--- src/rtl/irq_wiring_map.svh ---
// constants for private, software and message interrupt wiring
`ifndef IRQ_WIRING_MAP_SVH
`define IRQ_WIRING_MAP_SVH

// software generated interrupt range
`define SWI_COUNT           8
`define SWI_LAST            4'h7

// private interrupt window
`define WIN_BASE            5'h10
`define WIN_WIDTH           16

// private interrupt numbers per source
`define NUM_SEC_HYP_VIRT    5'h13
`define NUM_SEC_HYP_PHYS    5'h14
`define NUM_PROFILING       5'h15
`define NUM_DEBUG_CHANNEL   5'h16
`define NUM_PERF_OVERFLOW   5'h17
`define NUM_CROSS_TRIGGER   5'h18
`define NUM_MAINTENANCE     5'h19
`define NUM_HYP_PHYS        5'h1a
`define NUM_VIRT_TIMER      5'h1b
`define NUM_HYP_VIRT        5'h1c
`define NUM_SEC_PHYS        5'h1d
`define NUM_NS_PHYS         5'h1e
`define NUM_TRACE_OVERFLOW  5'h11

// core count ceilings per controller version
`define MAX_CORES_V2        32'h0000_0008
`define MAX_CORES_V3        32'h1000_0000

// message interrupt targets
`define SPI_MSG_BASE        10'h040
`define SPI_MSG_MASK        10'h03f
`define MBI_BASE            32'h0000_2000
`define LEGACY_LINES        4

`endif

--- src/rtl/irq_wiring_pkg.sv ---
// types shared by the interrupt wiring modules
package irq_wiring_pkg;

  typedef enum logic [1:0] {
    ctrl_v2,
    ctrl_v2_msg,
    ctrl_v3
  } ctrl_variant_t;

  typedef struct packed {
    logic [15:0] win;
  } lane_state_t;

  // private interrupt number to bit position in the 16-wide window
  function automatic logic [3:0] win_index(input logic [4:0] num);
    return num[3:0];
  endfunction : win_index

endpackage : irq_wiring_pkg

--- src/rtl/irq_route_if.sv ---
// per-core private interrupt sources and the resulting window
`timescale 1ns/1ns
interface irq_route_if;
  logic        ns_phys_timer;
  logic        virtual_timer;
  logic        hyp_virtual_timer;
  logic        hyp_physical_timer;
  logic        secure_physical_timer;
  logic        secure_hyp_physical_timer;
  logic        secure_hyp_virtual_timer;
  logic        cross_trigger_irq;
  logic        debug_channel_irq;
  logic        perf_overflow;
  logic        profiling_buffer_irq;
  logic        maintenance_irq;
  logic        trace_overflow;
  logic [15:0] win;

  modport feed (output ns_phys_timer, virtual_timer, hyp_virtual_timer, hyp_physical_timer,
                output secure_physical_timer, secure_hyp_physical_timer,
                output secure_hyp_virtual_timer, cross_trigger_irq, debug_channel_irq,
                output perf_overflow, profiling_buffer_irq, maintenance_irq, trace_overflow,
                input  win);
  modport lane (input  ns_phys_timer, virtual_timer, hyp_virtual_timer, hyp_physical_timer,
                input  secure_physical_timer, secure_hyp_physical_timer,
                input  secure_hyp_virtual_timer, cross_trigger_irq, debug_channel_irq,
                input  perf_overflow, profiling_buffer_irq, maintenance_irq, trace_overflow,
                output win);
endinterface : irq_route_if

--- src/rtl/core_irq_lane.sv ---
// one core's private interrupt lane: sources to window bits
`timescale 1ns/1ns
`include "irq_wiring_map.svh"
module core_irq_lane
  import irq_wiring_pkg::*;
#(
  parameter bit HAS_PROFILING  = 1'b1,
  parameter bit HAS_SECURE_HYP = 1'b0,
  parameter bit HAS_V81        = 1'b1,
  parameter bit HAS_TRACE      = 1'b0,
  parameter bit DIRECT_PERF    = 1'b1
) (
  // clock and reset
  input  wire logic  clk,
  input  wire logic  resetn,
  // sources in, window out
  irq_route_if.lane  rif
);

  lane_state_t cur;
  lane_state_t next_cur;

  always_comb begin
    next_cur = '0;
    next_cur.win[win_index(`NUM_NS_PHYS)]       = rif.ns_phys_timer;
    next_cur.win[win_index(`NUM_VIRT_TIMER)]    = rif.virtual_timer;
    next_cur.win[win_index(`NUM_CROSS_TRIGGER)] = rif.cross_trigger_irq;
    next_cur.win[win_index(`NUM_PERF_OVERFLOW)] = rif.perf_overflow;
    next_cur.win[win_index(`NUM_DEBUG_CHANNEL)] = rif.debug_channel_irq;
    next_cur.win[win_index(`NUM_PROFILING)]     = HAS_PROFILING & rif.profiling_buffer_irq;
    next_cur.win[win_index(`NUM_HYP_VIRT)]      = HAS_V81 & rif.hyp_virtual_timer;
    next_cur.win[win_index(`NUM_HYP_PHYS)]      = rif.hyp_physical_timer;
    next_cur.win[win_index(`NUM_MAINTENANCE)]   = rif.maintenance_irq;
    next_cur.win[win_index(`NUM_SEC_PHYS)]      = rif.secure_physical_timer;
    next_cur.win[win_index(`NUM_SEC_HYP_PHYS)]  = HAS_SECURE_HYP & rif.secure_hyp_physical_timer;
    next_cur.win[win_index(`NUM_SEC_HYP_VIRT)]  = HAS_SECURE_HYP & rif.secure_hyp_virtual_timer;
    next_cur.win[win_index(`NUM_TRACE_OVERFLOW)] = HAS_TRACE & rif.trace_overflow;
  end

  // levels follow their sources, never latched
  always_ff @(posedge clk) begin
    if (!resetn) begin
      cur <= '0;
    end else begin
      cur <= next_cur;
    end
  end

  genvar b;
  generate
    for (b = 0; b < `WIN_WIDTH; b++) begin : g_bit
      if (DIRECT_PERF && (b == int'(win_index(`NUM_PERF_OVERFLOW)))) begin : g_direct
        // overflow bypasses the register on version 3 controllers
        assign rif.win[b] = rif.perf_overflow;
      end else begin : g_reg
        assign rif.win[b] = cur.win[b];
      end
    end
  endgenerate

endmodule : core_irq_lane

--- src/rtl/irq_wiring_map.sv ---
// interrupt wiring map: per-core private lines, software and message interrupts
//
// Behaviour
// - controller variant is version 2, version 2 with message extension, or version 3.
// - plain version 2 takes no PCIe; extension turns messages into shared interrupts.
// - version 3 without translation service is legal only without PCIe.
// - PCIe with version 3 needs translation service and message-based interrupts.
// - version 3 controller supports Secure and Non-secure interrupt handling.
// - with version 3 and PCIe, messages preferably become message-based interrupts.
// - PCIe legacy interrupts are delivered as level-sensitive wired lines.
// - eight Non-secure software interrupts exist at numbers zero to seven.
// - private interrupts sit within numbers sixteen to thirty-one.
// - Non-secure physical timer drives private interrupt thirty.
// - virtual timer drives private interrupt twenty-seven.
// - cross-trigger interrupt drives private interrupt twenty-four.
// - performance counter overflow drives private interrupt twenty-three.
// - debug channel interrupt drives private interrupt twenty-two.
// - profiling buffer interrupt drives twenty-one when profiling exists.
// - hypervisor virtual timer drives twenty-eight on revision 8.1 or later cores.
// - hypervisor physical timer drives private interrupt twenty-six.
// - controller maintenance interrupt drives private interrupt twenty-five.
// - Secure physical timer drives private interrupt twenty-nine.
// - Secure hypervisor physical timer drives twenty when that level exists.
// - Secure hypervisor virtual timer drives nineteen when that level exists.
// - one extra private interrupt may be reserved for trace overflow.
// - at most eight cores on version 2, two to the twenty-eight on version 3.
// - on version 3, each core's overflow reaches its own line with no logic.
`timescale 1ns/1ns
`include "irq_wiring_map.svh"
module irq_wiring_map
  import irq_wiring_pkg::*;
#(
  parameter ctrl_variant_t VARIANT       = ctrl_v3,
  parameter bit            HAS_TRANSLATE = 1'b1,
  parameter bit            HAS_MSG_IRQ   = 1'b1,
  parameter bit            HAS_TWO_SEC   = 1'b1,
  parameter bit            HAS_PCIE      = 1'b1,
  parameter int            NUM_CORES     = 4,
  parameter bit            HAS_PROFILING = 1'b1,
  parameter bit            HAS_SEC_HYP   = 1'b0,
  parameter bit            HAS_V81       = 1'b1,
  parameter bit            HAS_TRACE     = 1'b0
) (
  // clock and reset
  input  wire logic                    clk,
  input  wire logic                    resetn,
  // per-core private sources, one bit per core
  input  wire logic [NUM_CORES-1:0]    ns_phys_timer,
  input  wire logic [NUM_CORES-1:0]    virtual_timer,
  input  wire logic [NUM_CORES-1:0]    hyp_virtual_timer,
  input  wire logic [NUM_CORES-1:0]    hyp_physical_timer,
  input  wire logic [NUM_CORES-1:0]    secure_physical_timer,
  input  wire logic [NUM_CORES-1:0]    secure_hyp_physical_timer,
  input  wire logic [NUM_CORES-1:0]    secure_hyp_virtual_timer,
  input  wire logic [NUM_CORES-1:0]    cross_trigger_irq,
  input  wire logic [NUM_CORES-1:0]    debug_channel_irq,
  input  wire logic [NUM_CORES-1:0]    perf_overflow,
  input  wire logic [NUM_CORES-1:0]    profiling_buffer_irq,
  input  wire logic [NUM_CORES-1:0]    maintenance_irq,
  input  wire logic [NUM_CORES-1:0]    trace_overflow,
  // private interrupt windows, 16 lines per core
  output logic [NUM_CORES*16-1:0]      private_peripheral_interrupt,
  // software generated interrupt request and acknowledge
  input  wire logic                    swi_req,
  input  wire logic [31:0]             swi_target,
  input  wire logic [3:0]              swi_number,
  output logic                         swi_req_ready,
  input  wire logic [NUM_CORES-1:0]    swi_ack,
  input  wire logic [3:0]              swi_ack_number,
  output logic [NUM_CORES*8-1:0]       software_generated_interrupt,
  // PCIe message interrupts in
  input  wire logic                    msg_valid,
  input  wire logic [27:0]             msg_event,
  output logic                         msg_ready,
  // shared interrupt out for converted messages
  output logic                         spi_valid,
  output logic [9:0]                   spi_number,
  // message-based interrupt out
  output logic                         message_based_interrupt_valid,
  output logic [31:0]                  message_based_interrupt_number,
  // PCIe legacy lines in, wired levels out
  input  wire logic [`LEGACY_LINES-1:0] legacy_in,
  output logic [`LEGACY_LINES-1:0]     legacy_level,
  // configuration status
  output logic                         msg_dropped,
  output logic                         config_error,
  output logic                         two_security_states
);

  // ----------------------------------------------------------------------
  // configuration checks
  // ----------------------------------------------------------------------

  localparam bit IS_V3 = (VARIANT == ctrl_v3);

  // only the three enumerated variants exist
  localparam bit VARIANT_OK = (VARIANT == ctrl_v2) || (VARIANT == ctrl_v2_msg)
                              || (VARIANT == ctrl_v3);

  // plain version 2 cannot carry PCIe
  localparam bit V2_OK = !((VARIANT == ctrl_v2) && HAS_PCIE);

  // version 3 without translation only in PCIe-free systems
  localparam bit V3_BARE_OK = !(IS_V3 && !HAS_TRANSLATE && HAS_PCIE);

  // PCIe with version 3 needs translation and message interrupts
  localparam bit V3_PCIE_OK = !(IS_V3 && HAS_PCIE && !(HAS_TRANSLATE && HAS_MSG_IRQ));

  // version 3 must offer both security states
  localparam bit V3_SEC_OK = !(IS_V3 && !HAS_TWO_SEC);

  // core count ceiling per version
  localparam bit CORES_OK = IS_V3 ? (32'(NUM_CORES) <= `MAX_CORES_V3)
                                  : (32'(NUM_CORES) <= `MAX_CORES_V2);

  localparam bit CONFIG_OK = VARIANT_OK && V2_OK && V3_BARE_OK && V3_PCIE_OK
                             && V3_SEC_OK && CORES_OK && (NUM_CORES > 0);

  // message handling route chosen from the variant
  localparam bit MSG_TO_SPI = (VARIANT == ctrl_v2_msg) && HAS_PCIE;
  localparam bit MSG_TO_MBI = IS_V3 && HAS_PCIE && HAS_TRANSLATE && HAS_MSG_IRQ;

  // ----------------------------------------------------------------------
  // state
  // ----------------------------------------------------------------------

  typedef struct packed {
    logic [NUM_CORES*8-1:0]    swi_pending;
    logic                      spi_valid;
    logic [9:0]                spi_number;
    logic                      mbi_valid;
    logic [31:0]               mbi_number;
    logic [`LEGACY_LINES-1:0]  legacy;
    logic                      msg_dropped;
    logic                      config_error;
    logic                      two_sec;
  } top_state_t;

  top_state_t cur;
  top_state_t next_cur;

  // software interrupt request is legal for numbers 0..7 and an existing core
  function automatic logic swi_in_range(input logic [3:0] num);
    return num <= `SWI_LAST;
  endfunction : swi_in_range

  logic swi_take;

  assign swi_take      = swi_req && swi_in_range(swi_number)
                         && (swi_target < 32'(NUM_CORES));
  assign swi_req_ready = 1'b1;
  assign msg_ready     = 1'b1;

  // ----------------------------------------------------------------------
  // next-state logic
  // ----------------------------------------------------------------------

  always_comb begin
    next_cur = cur;

    // pulses last one cycle
    next_cur.spi_valid   = 1'b0;
    next_cur.mbi_valid   = 1'b0;
    next_cur.msg_dropped = 1'b0;

    // software interrupts: acknowledge clears, a new request wins
    for (int c = 0; c < NUM_CORES; c++) begin
      if (swi_ack[c] && swi_in_range(swi_ack_number)) begin
        next_cur.swi_pending[c*8 + int'(swi_ack_number[2:0])] = 1'b0;
      end
    end
    if (swi_take) begin
      for (int c = 0; c < NUM_CORES; c++) begin
        if (swi_target == 32'(c)) begin
          next_cur.swi_pending[c*8 + int'(swi_number[2:0])] = 1'b1;
        end
      end
    end

    // message interrupts routed by variant
    if (msg_valid) begin
      if (MSG_TO_MBI) begin
        next_cur.mbi_valid  = 1'b1;
        next_cur.mbi_number = `MBI_BASE + {4'h0, msg_event};
      end else if (MSG_TO_SPI) begin
        next_cur.spi_valid  = 1'b1;
        next_cur.spi_number = `SPI_MSG_BASE + (msg_event[9:0] & `SPI_MSG_MASK);
      end else begin
        // no message path in this configuration
        next_cur.msg_dropped = 1'b1;
      end
    end

    // legacy lines stay level-sensitive, follow the root complex
    next_cur.legacy = HAS_PCIE ? legacy_in : '0;

    next_cur.config_error = !CONFIG_OK;
    next_cur.two_sec      = IS_V3 ? HAS_TWO_SEC : 1'b0;
  end

  always_ff @(posedge clk) begin
    if (!resetn) begin
      cur <= '0;
    end else begin
      cur <= next_cur;
    end
  end

  // ----------------------------------------------------------------------
  // per-core private interrupt lanes
  // ----------------------------------------------------------------------

  genvar c;
  generate
    for (c = 0; c < NUM_CORES; c++) begin : g_core
      irq_route_if rif ();

      // each core's sources reach only its own lane
      assign rif.ns_phys_timer             = ns_phys_timer[c];
      assign rif.virtual_timer             = virtual_timer[c];
      assign rif.hyp_virtual_timer         = hyp_virtual_timer[c];
      assign rif.hyp_physical_timer        = hyp_physical_timer[c];
      assign rif.secure_physical_timer     = secure_physical_timer[c];
      assign rif.secure_hyp_physical_timer = secure_hyp_physical_timer[c];
      assign rif.secure_hyp_virtual_timer  = secure_hyp_virtual_timer[c];
      assign rif.cross_trigger_irq         = cross_trigger_irq[c];
      assign rif.debug_channel_irq         = debug_channel_irq[c];
      assign rif.perf_overflow             = perf_overflow[c];
      assign rif.profiling_buffer_irq      = profiling_buffer_irq[c];
      assign rif.maintenance_irq           = maintenance_irq[c];
      assign rif.trace_overflow            = trace_overflow[c];

      core_irq_lane #(
        .HAS_PROFILING  (HAS_PROFILING),
        .HAS_SECURE_HYP (HAS_SEC_HYP),
        .HAS_V81        (HAS_V81),
        .HAS_TRACE      (HAS_TRACE),
        .DIRECT_PERF    (IS_V3)
      ) u_lane (
        .clk    (clk),
        .resetn (resetn),
        .rif    (rif)
      );

      // window bit k is interrupt number 16 + k
      assign private_peripheral_interrupt[c*16 +: 16] = rif.win;
    end
  endgenerate

  // ----------------------------------------------------------------------
  // outputs
  // ----------------------------------------------------------------------

  assign software_generated_interrupt   = cur.swi_pending;
  assign spi_valid                      = cur.spi_valid;
  assign spi_number                     = cur.spi_number;
  assign message_based_interrupt_valid  = cur.mbi_valid;
  assign message_based_interrupt_number = cur.mbi_number;
  assign legacy_level                   = cur.legacy;
  assign msg_dropped                    = cur.msg_dropped;
  assign config_error                   = cur.config_error;
  assign two_security_states            = cur.two_sec;

endmodule : irq_wiring_map

--- config.mk ---
export PLATFORM = sky130hd
export DESIGN_NAME = irq_wiring_map
export DESIGN_NICKNAME = d
export VERILOG_FILES = /design/src/rtl/irq_wiring_pkg.sv /design/src/rtl/irq_route_if.sv /design/src/rtl/core_irq_lane.sv /design/src/rtl/irq_wiring_map.sv
export VERILOG_INCLUDE_DIRS = /design/src /design/src/rtl
export SDC_FILE = /design/constraint.sdc
export NUM_CORES = 1
export LEC_CHECK = 0
export BUFFER_PORTS_ARGS = -buffer_cell sky130_fd_sc_hd__buf_2
export CAP_MARGIN = 30
export CORE_AREA = 2 2 109 111
export CTS_BUF_LIST = sky130_fd_sc_hd__clkbuf_4
export CTS_CLUSTER_DIAMETER = 60
export DETAILED_ROUTE_END_ITERATION = 6
export DIE_AREA = 0 0 111 113
export GPL_TIMING_DRIVEN = 1
export MAX_ROUTING_LAYER = met4
export PLACE_DENSITY_LB_ADDON = 0.2
export SLEW_MARGIN = 20
export SYNTH_ARGS = -nofsm -noshare
export SYNTH_HDL_FRONTEND = slang
export SYNTH_SLANG_ARGS = --single-unit
--- constraint.sdc ---
create_clock -name clk -period 1.85 [get_ports clk]
set_input_delay 0.2775 -clock clk [delete_from_list [all_inputs] [get_ports clk]]
set_output_delay 0.2775 -clock clk [all_outputs]
set_load 0.1 [all_outputs]
; Yosys cells after proc, flatten, opt, wreduce, memory -nomap -nowiden
; Index checks and enable logic that the tools add are counted.
[word_totals]
ff_bits = 137
input_bits = 132
[op_classes]
addsub = 7
magnitude_cmp = 19
n_eq_ne = 3
n_mux = 30
bitwise = 12
reduce_logical = 15
[op_table]
columns = cell, count
row1 = 32-bit 2-to-1 mux, 12
row2 = 32-bit AND, 4
row3 = 32-bit NOT, 3
row4 = 32-bit bitwise OR, 3
row5 = "32-bit by 2-bit == test with 1-bit output, second input constant", 2
row6 = 33-bit 2-to-1 mux, 1
row7 = "32-bit by 1-bit == test with 1-bit output, second input constant", 1
row8 = 32-bit logical NOT, 1
row9 = "32-bit by 3-bit < comparator with 1-bit output, second input constant", 1
row10 = 8-bit NOT with 32-bit output, 1
row11 = 32-bit by 8-bit bitwise OR with 32-bit output, 1
row12 = 1-bit demux with 5-bit select, 6
row13 = "14-bit by 28-bit adder with 29-bit output, first input constant", 1
row14 = "5-bit by 3-bit adder with 6-bit output, first input constant", 4
row15 = "6-bit by 1-bit >= comparator with 1-bit output, second input constant", 4
row16 = "6-bit < comparator, second input constant", 4
row17 = 1-bit logical AND, 14
row18 = "3-bit by 6-bit < comparator with 1-bit output, second input constant", 2
row19 = "5-bit by 6-bit < comparator with 1-bit output, second input constant", 2
row20 = "4-bit by 3-bit adder with 5-bit output, first input constant", 2
row21 = "5-bit by 1-bit >= comparator with 1-bit output, second input constant", 2
row22 = 1-bit 2-to-1 mux, 9
row23 = "4-bit by 3-bit <= comparator with 1-bit output, second input constant", 2
row24 = 1-bit demux with 3-bit select, 2
row25 = "3-bit by 1-bit >= comparator with 1-bit output, second input constant", 2

; Longest topological paths before layout
[depth]
depth_word = 25
depth_mapped = 6
mapped_depth_nobuf = 5

; Modules after synthesis
; From an unflattened synthesis, not the netlist that was laid out.
[unflattened]
hier_cells = 467
hier_area_um2 = 4342.9
[by_module_without_submodules]
columns = mod, n_inst, cells_per_inst, area_per_inst_um2, seq_area_each_um2
row1 = irq_wiring_map, 1, 363, 3171.8, 1341.3
row2 = core_irq_lane, 4, 26, 292.8, 180.2

; Worst setup path before layout
; OpenSTA, ideal clock, no wires.
[synth_timing]
path_kind = input port to flip-flop
start = input port swi_target[6]
end = register cur (netlist bit software_generated_interrupt[18])
setup_time_ns = 0.088
arrival_ns = 1.305
slack_ns = 0.457
cell_stages = 6
path_buffers = 2
path_cell_list = nor4_1 -> nand4_1 -> or2_1 -> buf_6 -> buf_6 -> o31ai_1
[synth_between]
elab_chain_len = 12
word_cells_on_any_way = 17
cone_classes = order compare: 1 / eq/ne: 3 / mux: 8 / bitwise: 3 / reduce/logical: 2
[synth_rtl]
columns = element, line_no
row1 = start: declaration, irq_wiring_map.sv:65  ; input wire logic [31:0] swi_target,
row2 = 32-bit logical NOT, irq_wiring_map.sv:174  ; if (swi_target == 32'(c)) begin
row3 = 32-bit 2-to-1 mux, irq_wiring_map.sv:174
row4 = 32-bit 2-to-1 mux, irq_wiring_map.sv:172  ; if (swi_take) begin
row5 = 32-bit bitwise OR (no line), n/a
row6 = 32-bit 2-to-1 mux, irq_wiring_map.sv:174
row7 = 32-bit 2-to-1 mux, irq_wiring_map.sv:172
row8 = 32-bit bitwise OR (no line), n/a
row9 = 32-bit 2-to-1 mux, irq_wiring_map.sv:174
row10 = 32-bit 2-to-1 mux, irq_wiring_map.sv:172
row11 = 32-bit bitwise OR (no line), n/a
row12 = 32-bit 2-to-1 mux, irq_wiring_map.sv:174
row13 = 32-bit 2-to-1 mux (*), irq_wiring_map.sv:172
row14 = end signal: assignment, irq_wiring_map.sv:205  ; cur <= next_cur;
row15 = end: declaration, irq_wiring_map.sv:139  ; top_state_t cur;
; Mark *: on every way between the ends. The rest lies on a longest branch, timed or not. The select of a mux whose other input is x is not followed.
; A chain may end at the register's enable or synchronous reset.

; Final worst setup path
[layout_timing]
start = register cur (netlist bit software_generated_interrupt[31])
end = output port software_generated_interrupt[31]
[layout_lines]
columns = element, line_no
row1 = end: declaration, irq_wiring_map.sv:70  ; output logic [NUM_CORES*8-1:0] software_generated_interrupt,
; No word-level cell between the ends.

==> out/results.txt <==
status = complete, no violations
Chip Height = 113 um
CTS Buffer Depth = 2
share of cells above drive strength 1 = 36.5%
cts hold-fix bufs = 36
GPL Wtd Cong = 0.842
Startpoint Class = register
I/O Pins = 281
slowest cell on the critical path = buf_2
setup violators final = 0
R2R cell count = 2
Clock Power Share = 25.5%
Synth warnings = 0
routed wire length = 11900 um
CTS resizes = 0
Synth cell types = 36
clock buffer count from CTS = 9
worst path required time = 1570 ps
initial core utilization = 37.5%
first-pass GRT wire length = 17900 um
Buf+Inv Stages, Crit Path = 1
core area = 0.0113 mm^2
slew margin rel. = 64.3%
largest cells by area after synthesis = dfxtp_1, buf_4, and2_1
sequential fraction of the synthesis area = 48.8%
Post-CTS Setup Inserts = 0
Max Clk Rate = 645 MHz
crit-path cells = buf_2
Max-Cap Viols = 0
Seq cells post-synth = 103
number of cells on the critical path = 1
period utilization = 83.9%
synthesized instance count = 428
Pwr Density = 905 mW/mm^2
post-synthesis adder-cell area fraction = 0.296%
CP Class = reg -> out
switch share = 39.4%
mapped cell area = 0.00422 mm^2
Worst R2R Start = software_generated_interrupt[27]
H-tree lvl count = 3
largest delay contributor family on the critical path = buffers and inverters
mux cell area share after synthesis = 3.32%
Non-Filler Instances = 816
Crit path largest cell delay = 440 ps
Synth area leader = dfxtp_1
final HPWL from detailed placement = 8560 um
final critical delay including setup and external delays = 1550 ps
Layout area overhead = 36.6%
Vias per Instance = 4.73
grt ovf = 0
Filler cells = 1067
Net count, final = 800
Clock Latency Late Sink = 430 ps
Max Clock Skew = 0 ps
syn_area_per_cell = 9.87 um^2
main combinational cell family by area after synthesis = simple AND/OR/NAND/NOR gates
unrepaired setup endpoints after global routing = no
Overall Global Routing Usage = 18.5%
largest net degree at the start of global routing = 104
Synth top area share = 48.8%
Compound-Gate Fraction of Synth Area = 12.7%
Die Wd = 111 um
final max-slew violation count = 0
Setup crit start = software_generated_interrupt[31]
CTS Sinks = 103
WP data arrival = 1270 ps
crit path to = software_generated_interrupt[31]
simple-gate share of the synthesized area = 20.7%
Reg power frac = 44.7%
actual slew at the worst max-slew pin = 540 ps
Fin Hold WS = 39.5 ps
HP Class = in -> reg
Final TNS setup = 0 ps
Root Buffer Master = clkbuf_4
initial antenna violation count = 0
Die ar. = 0.0125 mm^2
DRC violations left = 0
Reg-to-Reg End = software_generated_interrupt[27]
Rows = 39
LEAKAGE = 2.73 nW
DR pass1 iterations = 4
Combinational Power Share = 29.7%
vias in the first global route = 3669
VDD IR-drop max = 0.000444 V
Internal = 0.00317 W
Worst-path clk slew = 160 ps
vias post-DR = 3857
Final WS setup = 298 ps
CTS tree = built
Worst setup EP type = output pin
Fin. Hold Viols = 0
P_sw = 0.00206 W
routed len/inst = 14.5 um
IO Port Bufs = 218
Initial DRC Count = 190
Post-Synth XOR/XNOR Area = 2.70%
critical path peak fanout = 2
pre-CTS setup slack = 172 ps
DP Cell Count = 763
ANT nets after route = 0
setup slack, reg-to-reg = 1200 ps
flip-flops by register name, indices dropped and copies added, names as in the netlist:
register / flops
message_based_interrupt_number: 29
legacy_level: 4
software_generated_interrupt: 32
two_security_states: 1
g_core.u_lane.cur: 36
message_based_interrupt_valid: 1
Yosys cell counts:
cell type,number
dfxtp_1,103
buf_4,46
and2_1,41
o31ai_1,32
nand2_1,22
o211ai_1,20
nand3_1,19
nor2b_1,18
mux2i_1,14
clkbuf_1,13
xnor2_1,11
a21oi_1,10
o21ai_0,10
nand3b_1,8
nor4_1,7
nand2b_1,5
nor2_1,5
nor3_1,5
buf_6,4
nand4_1,4
o211a_1,4
buf_1,3
buf_2,3
nor4_2,3
or3b_2,3
conb_1,2
inv_1,2
nor3b_1,2
xor2_1,2
a21boi_0,1
and3_1,1
ha_1,1
nand4_2,1
nor4b_2,1
or2_1,1
or3_1,1
worst min-delay path by stage:
stage                                                 from                                to  slack [ps]  cells after the start
after global placement    software_generated_interrupt[12]  software_generated_interrupt[12]         460                      2
after global routing               profiling_buffer_irq[0]           g_core[0].u_lane.cur[5]          10                      2
after CTS                          profiling_buffer_irq[0]           g_core[0].u_lane.cur[5]           1                      2
after detailed placement  software_generated_interrupt[26]  software_generated_interrupt[26]         470                      2
final                              profiling_buffer_irq[0]           g_core[0].u_lane.cur[5]          40                      2
after floorplan                                     resetn               two_security_states         310                      0
per-layer routing:
metal / track usage [%] / vias to the layer above / wire (um) / part of all wire (%)
li1: - / 1897 / - / -
met1: 20.9 / 1753 / 4790 / 40
met2: 31.7 / 182 / 6000 / 51
met3: 3.11 / 25 / 750 / 6.3
met4: 9.33 / 0 / 325 / 2.7
met5: - / - / 0 / 0
area by class of cell:
| class | instances | area (um^2) | share of cell area (%) |
|---|---|---|---|
| clock buffer | 9 | 67.6 | 1.17 |
| multi-input combinational | 294 | 1840 | 31.9 |
| antenna | 1 | 2.50 | 0.0434 |
| timing repair buffer | 257 | 1510 | 26.2 |
| sequential | 103 | 2060 | 35.7 |
| inverter | 2 | 7.51 | 0.130 |
| clock inverter | 7 | 100 | 1.74 |
| tap | 143 | 179 | 3.10 |
cells in the final DEF, fill, tap and decap left out, types with 7 or more instances in the layout:
cell / count
mux2i_1: 14
nand2_1: 22
conb_1: 42
o211ai_1: 20
and2_1: 41
nand3_1: 19
xnor2_1: 11
dfxtp_1: 103
dlygate4sd3_1: 36
nor4_1: 7
a21oi_1: 10
o31ai_1: 32
nand3b_1: 8
nor2b_1: 18
clkbuf_4: 9
buf_2: 218
o21ai_0: 10
power by group through the flow:
stage | Clock (W) | Sequential, W | Combinational [W]
2_1_floorplan | 0 | 0.00303 | 0.000670
3_3_place_gp | 0 | 0.00238 | 0.00148
3_5_place_dp | 0 | 0.00239 | 0.00149
4_1_cts | 0.00138 | 0.00234 | 0.00155
5_1_grt | 0.00146 | 0.00235 | 0.00161
6_report | 0.00133 | 0.00234 | 0.00155
cells by family (layout without fill, tap and decap cells):
group | count (synthesis) | after routing
AND/OR/NAND/NOR | 147 | 147
flip-flops | 103 | 103
AO/OA/AOI/OAI | 77 | 77
buffers and inverters | 71 | 275
multiplexers | 14 | 14
XOR/XNOR | 13 | 13
other | 2 | 43
adder cells (fa/ha/maj) | 1 | 1
metrics by stage:
step / area (um^2) / utilization [%] / power (W)
floorplan: 4370 / - / 0.00370
global placement: 5240 / 46.5 / 0.00386
detailed placement: 5240 / 46.5 / 0.00388
CTS: 5770 / 51.1 / 0.00527
global route: 5770 / 51.1 / 0.00542
finish: 5770 / 51.2 / 0.00522
worst reg2reg max path: cells and delay by family (launching register included):
family             cells  cell delay, ps
AOI/OAI and AO/OA      2             180
DFF                    1             380
No activity file was read; power rests on OpenSTA's default activity.
